[config.mk]
export PLATFORM = sky130hd
export DESIGN_NAME = ccr_cap_regs
export DESIGN_NICKNAME = d
export VERILOG_FILES = /design/src/ccr_pkg.sv /design/src/ccr_thread_field.sv /design/src/ccr_cap_regs.sv
export VERILOG_INCLUDE_DIRS = /design/src
export SDC_FILE = /design/constraint.sdc
export NUM_CORES = 1
export LEC_CHECK = 0
export BUFFER_PORTS_ARGS = -buffer_cell sky130_fd_sc_hd__buf_2
export CAP_MARGIN = 10
export CORE_MARGIN = 3
export CORE_UTILIZATION = 25
export DETAILED_ROUTE_END_ITERATION = 10
export PLACE_DENSITY = 0.83
export RECOVER_POWER = 100
export SLEW_MARGIN = 20
export SYNTH_ARGS = -nofsm -noshare
export SYNTH_HDL_FRONTEND = slang
export SYNTH_SLANG_ARGS = --single-unit
[constraint.sdc]
create_clock -name clk_sys_i -period 3.2 [get_ports clk_sys_i]
set_input_delay 0.48 -clock clk_sys_i [delete_from_list [all_inputs] [get_ports clk_sys_i]]
set_output_delay 0.48 -clock clk_sys_i [all_outputs]
set_load 0.005 [all_outputs]
[src/ccr_defs.svh]
/*
 * Offsets, field positions, reset values and bus codes of the cluster
 * capability register group.
 * Assumes byte addressing on a 32-bit Avalon-MM register bus.
 */
`ifndef CCR_DEFS_SVH
`define CCR_DEFS_SVH

`define CCR_ADDR_W          12
`define CCR_DATA_W          32
`define CCR_BE_W            4
`define CCR_NUM_CORES       16
`define CCR_FIELD_W         2
`define CCR_NUM_PLL         16

`define CCR_OFF_PLL         12'hFB0
`define CCR_OFF_THREAD      12'hFB4

`define CCR_RST_THREAD      32'h0000_0000
`define CCR_RST_PLL         32'h0000_0007
`define CCR_THREAD_TWO_DEF  16'h0000
`define CCR_PLL_ABSENT_DEF  16'h0007
`define CCR_PLL_RSVD_ZERO   16'h0000
`define CCR_RDATA_RST       32'h0000_0000
// upper bit of every thread field; only a reserved code would set one
`define CCR_THREAD_HI_BITS  32'hAAAA_AAAA

`define CCR_RESP_OKAY       2'h0
`define CCR_RESP_SLVERR     2'h2

`endif

[src/ccr_pkg.sv]
/*
 * Types of the cluster capability register group.
 * Assumes ccr_defs.svh is on the include path.
 */
`include "ccr_defs.svh"

package ccr_pkg;

    typedef enum logic [`CCR_FIELD_W-1:0] {
        CCR_THREADS_ONE = 2'h0,
        CCR_THREADS_TWO = 2'h1
    } ccr_thread_enc_t;

    typedef struct packed {
        logic                   read;
        logic                   write;
        logic [`CCR_ADDR_W-1:0] address;
        logic [`CCR_DATA_W-1:0] writedata;
        logic [`CCR_BE_W-1:0]   byteenable;
    } ccr_av_req_t;

endpackage

[src/ccr_thread_field.sv]
/*
 * One core thread-count field of the thread capability register.
 * Assumes the thread count is a build-time choice, one or two threads.
 */
`timescale 1ns/1ns
`include "ccr_defs.svh"

module ccr_thread_field #(
    parameter bit TWO_THREADS = 1'b0
) (
    output wire logic [`CCR_FIELD_W-1:0] field_o
);

    // only the two legal codes can ever be produced
    assign field_o = TWO_THREADS ? ccr_pkg::CCR_THREADS_TWO : ccr_pkg::CCR_THREADS_ONE; // RQ3

endmodule // ccr_thread_field

[src/ccr_cap_regs.sv]
/*
 * Read-only cluster capability registers (thread capability and PLL
 * presence) behind an Avalon-MM slave with waitrequest.
 * Assumes one clock, synchronous active-high reset and a master that
 * holds its request until it samples waitrequest low.
 */
// The Avalon-MM register port is this design's own decision.
// Notes on behaviour
// RQ1: the thread capability register is a 32-bit read-only word at 0xFB4 that reads zero after reset by default.
// RQ2: core n's 2-bit thread count sits at bits 2n+1 down to 2n, core 15 on top and core 0 at the bottom.
// RQ3: each thread field reads 0 for one thread and 1 for two threads and never shows the reserved codes.
// RQ4: bit n of the PLL presence register reads 0 when PLL clock input n exists and 1 when it is absent.
// RQ5: the thread capability register exists in every build and always answers a read.
// RQ6: bits 31 to 16 of the PLL presence register carry nothing and read zero.
// RQ7: the PLL presence register is a 32-bit read-only word at 0xFB0 whose default value is 0x0000_0007.
// RQ8: both registers are fixed by build parameters, writes change nothing and reserved bits read zero.
`timescale 1ns/1ns
`include "ccr_defs.svh"

module ccr_cap_regs #(
    parameter logic [`CCR_NUM_CORES-1:0] THREAD_TWO_MASK = `CCR_THREAD_TWO_DEF,
    parameter logic [`CCR_NUM_PLL-1:0]   PLL_ABSENT_MASK = `CCR_PLL_ABSENT_DEF
) (
    input  wire logic                   clk_sys_i,
    input  wire logic                   rst_i,
    input  wire ccr_pkg::ccr_av_req_t   av_req_i,
    output logic      [`CCR_DATA_W-1:0] readdata_o,
    output logic      [1:0]             response_o,
    output logic                        waitrequest_o
);

    logic [`CCR_DATA_W-1:0] thread_word;
    logic [`CCR_DATA_W-1:0] pll_word;
    logic                   ack;
    logic                   req;
    logic                   hit_thread;
    logic                   hit_pll;
    logic [`CCR_DATA_W-1:0] next_readdata;
    logic [1:0]             next_response;

    // reference layout built apart from the field instances, so a field
    // wired to the wrong slice cannot agree with itself
    function automatic logic [`CCR_DATA_W-1:0] thread_layout(input logic [`CCR_NUM_CORES-1:0] mask);
        logic [`CCR_DATA_W-1:0] w;
        w = 32'h0000_0000;
        for (int n = 0; n < `CCR_NUM_CORES; n++) begin
            w[n*`CCR_FIELD_W +: `CCR_FIELD_W] = {1'b0, mask[n]}; // RQ2 RQ3
        end
        return w;
    endfunction

    // fields are packed from build parameters, nothing here is writable
    genvar gi;
    generate
        for (gi = 0; gi < `CCR_NUM_CORES; gi++) begin : g_core
            ccr_thread_field #(
                .TWO_THREADS (THREAD_TWO_MASK[gi])
            ) u_field (
                .field_o (thread_word[gi*`CCR_FIELD_W +: `CCR_FIELD_W]) // RQ2
            );
        end
    endgenerate

    assign pll_word = {`CCR_PLL_RSVD_ZERO, PLL_ABSENT_MASK}; // RQ4 RQ6 RQ7 RQ8

    assign req        = av_req_i.read | av_req_i.write;
    assign hit_thread = (av_req_i.address == `CCR_OFF_THREAD); // RQ1 RQ5
    assign hit_pll    = (av_req_i.address == `CCR_OFF_PLL);    // RQ7

    // the answer is worked out from the request being taken and parked in
    // flops, so it stands unchanged until the next access is taken
    always_comb begin
        next_readdata = readdata_o;
        next_response = response_o;
        if (req && !ack) begin
            next_response = (hit_thread || hit_pll) ? `CCR_RESP_OKAY : `CCR_RESP_SLVERR;
            // writes are acknowledged but never stored
            if (av_req_i.read) begin
                unique case (1'b1)
                    hit_thread: next_readdata = thread_word; // RQ1
                    hit_pll:    next_readdata = pll_word;    // RQ4
                    default:    next_readdata = `CCR_RDATA_RST;
                endcase
            end
        end
    end

    // one wait cycle per access; ack drops after one cycle so a held
    // request is never answered twice
    always_ff @(posedge clk_sys_i) begin
        if (rst_i) begin
            ack <= 1'b0;
        end else begin
            ack <= req & ~ack;
        end
    end

    always_ff @(posedge clk_sys_i) begin
        if (rst_i) begin
            waitrequest_o <= 1'b1;
        end else begin
            waitrequest_o <= ~(req & ~ack);
        end
    end

    always_ff @(posedge clk_sys_i) begin
        if (rst_i) begin
            readdata_o <= `CCR_RDATA_RST;
            response_o <= `CCR_RESP_OKAY;
        end else begin
            readdata_o <= next_readdata;
            response_o <= next_response;
        end
    end

    a_thread_read_value: assert property (@(posedge clk_sys_i) disable iff (rst_i) // RQ1
        (av_req_i.read && !waitrequest_o && av_req_i.address == `CCR_OFF_THREAD)
        |-> (readdata_o == thread_layout(THREAD_TWO_MASK)))
        else $error("thread capability read returned wrong word");

    a_core_field_layout: assert property (@(posedge clk_sys_i) disable iff (rst_i) // RQ2
        (thread_word[31:30] == {1'b0, THREAD_TWO_MASK[15]}) && (thread_word[1:0] == {1'b0, THREAD_TWO_MASK[0]}))
        else $error("core thread field misplaced");

    a_no_reserved_code: assert property (@(posedge clk_sys_i) disable iff (rst_i) // RQ3
        (av_req_i.read && !waitrequest_o && av_req_i.address == `CCR_OFF_THREAD)
        |-> ((readdata_o & `CCR_THREAD_HI_BITS) == 32'h0000_0000))
        else $error("reserved thread encoding reported");

    a_pll_read_value: assert property (@(posedge clk_sys_i) disable iff (rst_i) // RQ4
        (av_req_i.read && !waitrequest_o && av_req_i.address == `CCR_OFF_PLL)
        |-> (readdata_o[15:0] == PLL_ABSENT_MASK && response_o == `CCR_RESP_OKAY))
        else $error("pll presence read returned wrong bits");

    a_thread_always_ok: assert property (@(posedge clk_sys_i) disable iff (rst_i) // RQ5
        (av_req_i.read && !waitrequest_o && av_req_i.address == `CCR_OFF_THREAD)
        |-> (response_o == `CCR_RESP_OKAY))
        else $error("thread capability read refused");

    a_pll_upper_zero: assert property (@(posedge clk_sys_i) disable iff (rst_i) // RQ6
        (av_req_i.read && !waitrequest_o && av_req_i.address == `CCR_OFF_PLL)
        |-> (readdata_o[31:16] == 16'h0000))
        else $error("pll presence reserved bits not zero");

    a_answer_latency: assert property (@(posedge clk_sys_i) disable iff (rst_i) // RQ5
        (req && waitrequest_o && !$past(req)) |=> !waitrequest_o ##1 waitrequest_o)
        else $error("access not answered in one wait cycle");

    a_write_no_effect: assert property (@(posedge clk_sys_i) disable iff (rst_i) // RQ8
        av_req_i.write |=> ($stable(readdata_o) && $stable(pll_word) && $stable(thread_word)))
        else $error("write disturbed register contents");

    // build values hold for any mask; only the default masks give the reset words
    a_thread_default_word: assert property (@(posedge clk_sys_i) disable iff (rst_i) // RQ1
        (THREAD_TWO_MASK != `CCR_THREAD_TWO_DEF) || (thread_word == `CCR_RST_THREAD))
        else $error("thread capability default word wrong");

    a_pll_default_word: assert property (@(posedge clk_sys_i) disable iff (rst_i) // RQ7
        (PLL_ABSENT_MASK != `CCR_PLL_ABSENT_DEF) || (pll_word == `CCR_RST_PLL))
        else $error("pll presence default word wrong");

    // reset: waitrequest raised, read data and response cleared
    a_reset_outputs: assert property (@(posedge clk_sys_i) // RQ1
        rst_i |=> (waitrequest_o && readdata_o == `CCR_RDATA_RST && response_o == `CCR_RESP_OKAY))
        else $error("bus outputs not cleared by reset");

    a_unmapped_refused: assert property (@(posedge clk_sys_i) disable iff (rst_i) // RQ1 RQ7
        (req && !waitrequest_o && av_req_i.address != `CCR_OFF_THREAD && av_req_i.address != `CCR_OFF_PLL)
        |-> (response_o == `CCR_RESP_SLVERR && (av_req_i.write || readdata_o == `CCR_RDATA_RST)))
        else $error("unmapped access not refused");

    a_write_accepted: assert property (@(posedge clk_sys_i) disable iff (rst_i) // RQ8
        (av_req_i.write && !waitrequest_o
            && (av_req_i.address == `CCR_OFF_THREAD || av_req_i.address == `CCR_OFF_PLL))
        |-> (response_o == `CCR_RESP_OKAY))
        else $error("write to a capability register refused");

    a_idle_wait: assert property (@(posedge clk_sys_i) disable iff (rst_i) // RQ5
        !req |=> waitrequest_o)
        else $error("waitrequest low with no access");

    a_single_answer: assert property (@(posedge clk_sys_i) disable iff (rst_i) // RQ5
        !waitrequest_o |=> waitrequest_o)
        else $error("access answered twice");

    a_take_once: assert property (@(posedge clk_sys_i) disable iff (rst_i) // RQ5
        ack |=> !ack)
        else $error("held request taken twice");

    a_idle_hold: assert property (@(posedge clk_sys_i) disable iff (rst_i) // RQ8
        !req |=> ($stable(readdata_o) && $stable(response_o)))
        else $error("bus answer changed while idle");

    // one check per core so a failure names the field that moved
    for (genvar gc = 0; gc < `CCR_NUM_CORES; gc++) begin : g_core_chk
        a_core_field: assert property (@(posedge clk_sys_i) disable iff (rst_i) // RQ2 RQ3
            (thread_word[gc*`CCR_FIELD_W +: `CCR_FIELD_W] == {1'b0, THREAD_TWO_MASK[gc]}))
            else $error("core thread field does not match build mask");
    end

    // absent inputs read one, present inputs read zero
    for (genvar gp = 0; gp < `CCR_NUM_PLL; gp++) begin : g_pll_chk
        a_pll_input_bit: assert property (@(posedge clk_sys_i) disable iff (rst_i) // RQ4
            (av_req_i.read && !waitrequest_o && av_req_i.address == `CCR_OFF_PLL)
            |-> (readdata_o[gp] == PLL_ABSENT_MASK[gp]))
            else $error("pll input flag wrong");
    end

    c_thread_read: cover property (@(posedge clk_sys_i) disable iff (rst_i)
        av_req_i.read && !waitrequest_o && av_req_i.address == `CCR_OFF_THREAD);

    c_pll_read: cover property (@(posedge clk_sys_i) disable iff (rst_i)
        av_req_i.read && !waitrequest_o && av_req_i.address == `CCR_OFF_PLL);

    c_unmapped: cover property (@(posedge clk_sys_i) disable iff (rst_i)
        req && !waitrequest_o && response_o == `CCR_RESP_SLVERR);

    c_write: cover property (@(posedge clk_sys_i) disable iff (rst_i)
        av_req_i.write && !waitrequest_o);

    c_back_to_back: cover property (@(posedge clk_sys_i) disable iff (rst_i)
        !waitrequest_o ##3 !waitrequest_o);

endmodule // ccr_cap_regs

# After elaboration in Yosys (flattened, before gate mapping)

Cells that the tools add are included.

Bits of input ports: 52
Bits in registers: 36
Output and inout port bits: 35
Word-level logic and storage cells: 16

Bitwise logic cells: 4
Multiplexer cells: 2
Reduce and logical (&&, ||, !) cells: 4
Equality and inequality tests: 2

Operators by type and width:

| operator                              | count |
|---|---|
| 12-bit == test, second input constant | 2 |
| 3-bit two-way mux                     | 1 |
| 2-bit two-way mux                     | 1 |
| 1-bit inverter                        | 2 |
| 2-bit AND reduction                   | 1 |
| 1-bit AND                             | 1 |
| 1-bit logical AND                     | 1 |
| 1-bit logical NOT                     | 1 |
| 1-bit logical OR                      | 1 |
| 1-bit OR                              | 1 |

# Depth between registers and ports, before layout

Depth after elaboration: 3
Gate-level depth with buffers: 3
Depth with buffers taken out: 3

# Cells and area by module

A second synthesis with hierarchy kept.

Cell total of the unflattened synthesis: 146
Area, all modules: 1461.4 µm²

Modules (own cells, without submodules):

| module           | area an instance (µm²) | cells each | seq. area each (µm²) | instances |
|---|---|---|---|---|
| ccr_cap_regs     | 1161.1                 | 98         | 700.7                | 1 |
| ccr_thread_field | 18.8                   | 3          | 0.0                  | 16 |

# Worst setup path before layout

No wires, ideal clock.

Path type: input -> register
Start point: input port av_req_i[37] (netlist name)
End point: register response_o[1]
Setup slack: 1.934 ns
Data required time: 3.080 ns
Library setup time: 0.120 ns
Buffers on the path: 0
Arrival: 1.146 ns
Stages on the path: 3
Path through: nor4bb_1 -> nand4b_1 -> o31a_1

Word-level cells in the longest chain between the ends: 3
Elaborated cells between the ends (all ways): 4
Those cells by class: 2 x eq/ne; 1 x mux; 1 x reduce/logical

RTL lines:

| item                          | line                | source |
|---|---|---|
| start, declared               | ccr_cap_regs.sv:26  | `input wire ccr_pkg::ccr_av_req_t av_req_i,` |
| 12-bit == test (no line)      | --                  |  |
| 1-bit logical OR *            | ccr_cap_regs.sv:76  | `` next_response = (hit_thread \|\| hit_pll) ? `CCR_RESP_OKAY : `CCR_RESP_SLVERR; `` |
| 2-bit two-way mux (no line) * | --                  |  |
| end signal, assigned          | ccr_cap_regs.sv:109 | `` response_o <= `CCR_RESP_OKAY; `` |
| end signal, assigned          | ccr_cap_regs.sv:112 | `response_o <= next_response;` |
| end, declared                 | ccr_cap_regs.sv:28  | `output logic [1:0] response_o,` |

Mark *: on every way between the ends. The rest lies on a longest branch, timed or not.
A chain may end at the register's enable or synchronous reset.

# Final worst setup path

Same ends and word-level chain as after synthesis.

==> flow_summary.yaml <==
run_status:
  status: "complete, no violations"
synthesis:
  syn_inst: 50
  synth_area_leaders: "buf_4 57%, dfxtp_1 19%, nand4b_1 4.2%"
  synth_top_area_cell: "buf_4"
  synth_cell_types: 14
  synth_area_um2: 420
  ys_seq_area_share_pct: 19.0
  ys_seq_elements: 4
  yosys_warnings: 0
  avgSynthCellArea_um2: 8.41
  synth_top_area_share_pct: 57.1
sta:
  setup_viol: 0
  finalSetupTns_ns: 0
  fin_crit_sh_pct: 37.6
  hold_ws_ns: 0.506
  hold_viol_final: 0
  max_freq_mhz: 832
  clock_skew_ns: 0.00519
  rsz0062_at_grt: "no"
  finalMaxSlewViolations: 0
  min_period_ns: 1.20
floorplanning:
  die_h_um: 47.0
  fp-row-count: 14
  die-width_um: 47.0
  core_region_area_um2: 1540
  ioPinCount: 87
  start_util_pct: 27.3
  dieArea_um2: 2210
placed_design:
  portBuffers: 20
  place_congestion: 0.607
  dp_hpwl_um: 624
critical_path:
  crit_slowest_cell: "o31a_1"
  arrival_ns: 1.32
  worstPathCellList: "buf_2 -> nor4bb_1 -> nand4b_1 -> o31a_1"
  critical_path.startpoint_type: "input pin"
  crit_family: "simple AND/OR/NAND/NOR gates"
  crit_required_ns: 3.32
  cp-end-kind: "flip-flop"
  crit_path_max_fanout: 2
  worst_path_largest_cell_delay_ns: 0.31
  critPathKind: "input pin to flip-flop"
  crit_buf_inv: 1
power_and_ir_drop:
  power_uw: 146
  p_leak_uw: 0.000254
  ir_drop_mv: 0.0914
  p_per_area_nw_per_um2: 341
route:
  ant_nets: 0
  viasPerCell: 3.48
  drt_iter0_drc: 0
  wl_um: 694
  vias: 299
  dr.pass1.iters: 1
  drc: 0
  routedWlPerCell_um: 8.07
clock_tree:
  cts_buffers: 3
  cts_resized: 0
  clk_pin_slew_worst_paths_ns: 0.04
  root_buffer: "clkbuf_4"
  cts_tree: "built"
  htree_levels: 1
  post_cts_buffers: 0
  cts_hold_buf: 0
  cts_max_path_buffers: 2
  clkLatencyLatePin_ns: 0.23
  cts.sinks: 4
global_route:
  grt_overflow_total: 0
  grt_pass1_vias: 216
  grt_max_degree: 5
  grtUsageTotal_pct: 5.65
  grt_pass1_wl_um: 828
  antenna_found_initial: 0
layout:
  syn_to_final_growth_pct: 1.79
  diodes: 0
  nFillCells: 177
  drive_above_1_share_pct: 31.4
  fin_util_pct: 27.8
  num-nets-final: 124
job:
  maxCapViolCount: 0
worst_hold_path:
  hold_path.class: "input pin to flip-flop"
[layer usage]
| layer | vias to the layer above | global-route usage, % | part of all wire (%) |
|---|---|---|---|
| met3 | 2 | 2.30 | 17 |
| li1 | 140 | - | - |
| met4 | 0 | 4.97 | 1.6 |
| met5 | - | 0 | 0 |
| met1 | 128 | 4.52 | 24 |
| met2 | 29 | 10.3 | 57 |
[worst reg2reg max path, cell delays in order (launching register included)]
cell and delay [ns]:
dfxtp_1 0.30, nand2b_4 0.13, or4_1 0.46, o21ai_0 0.14
[layout by cell type (no fill, tap or decap), drive strengths merged]
cell / synthesis / layout
o21ai: 1 / 1
inv: 2 / 2
dfxtp: 4 / 4
a21oi: 1 / 1
or2: 1 / 1
conb: 1 / 30
nor4bb: 1 / 1
o31a: 1 / 1
o21bai: 1 / 1
nand3b: 1 / 1
nand2b: 1 / 1
buf: 32 / 17
clkbuf: 0 / 6
or4: 1 / 1
nand4b: 2 / 2
[cells by family after synthesis]
family          count (synthesis)  synth area share [%]
buf+inv                        34                  58.9
simple gates                    7                  14.9
compound gates                  4                  6.25
flops                           4                  19.0
other cells                     1                 0.892
[power by group]
group / internal (uW) / switching (uW) / leakage [uW]
registers: 53.2 / 1.11 / 0.0000332
clock network: 42.0 / 21.7 / 0.0000138
logic: 12.1 / 15.9 / 0.000207
total: 107 / 38.7 / 0.000254
[sequential cells by signal, summed over array words and instances (netlist names)]
name and count:
response_o 1, ack 1, readdata_o 1, waitrequest_o 1
[layout make-up]
| type | count | area [um2] | area share, % |
|---|---|---|---|
| clock buffer | 3 | 22.5 | 5.26 |
| inverter | 2 | 7.51 | 1.75 |
| multi-input combinational | 41 | 201 | 47.1 |
| sequential | 4 | 80.1 | 18.7 |
| tap | 16 | 20.0 | 4.68 |
| timing repair buffer | 20 | 96.3 | 22.5 |
[Yosys cell counts]
cell type / number
inv_1: 2
o31a_1: 1
or2_2: 1
nand3b_1: 1
dfxtp_1: 4
nand2b_4: 1
a21oi_1: 1
buf_4: 32
o21bai_1: 1
nand4b_1: 2
o21ai_1: 1
conb_1: 1
nor4bb_1: 1
or4_1: 1
[path summary, 6_finish.rpt]
path	startpoint	endpoint	slack [ns]	cells past startpoint
min reg2reg	readdata_o[1]$_SDFFE_PP0P_	readdata_o[1]$_SDFFE_PP0P_	0.52	2
max reg2reg	ack$_SDFF_PP0_	readdata_o[1]$_SDFFE_PP0P_	2.10	3
max	av_req_i[37]	response_o[1]$_SDFFE_PP0P_	2.00	4
min	rst_i	waitrequest_o$_SDFF_PP1_	0.51	2
[stage by stage]
stage	area [um2]	setup WS, ns	std cells
detailed placement	409	1.73	83
floorplan	529	1.93	79
global placement	409	1.75	83
finish	428	2.00	86
global route	428	1.93	86
CTS	432	1.97	86
No activity file was read; power rests on OpenSTA's default activity.
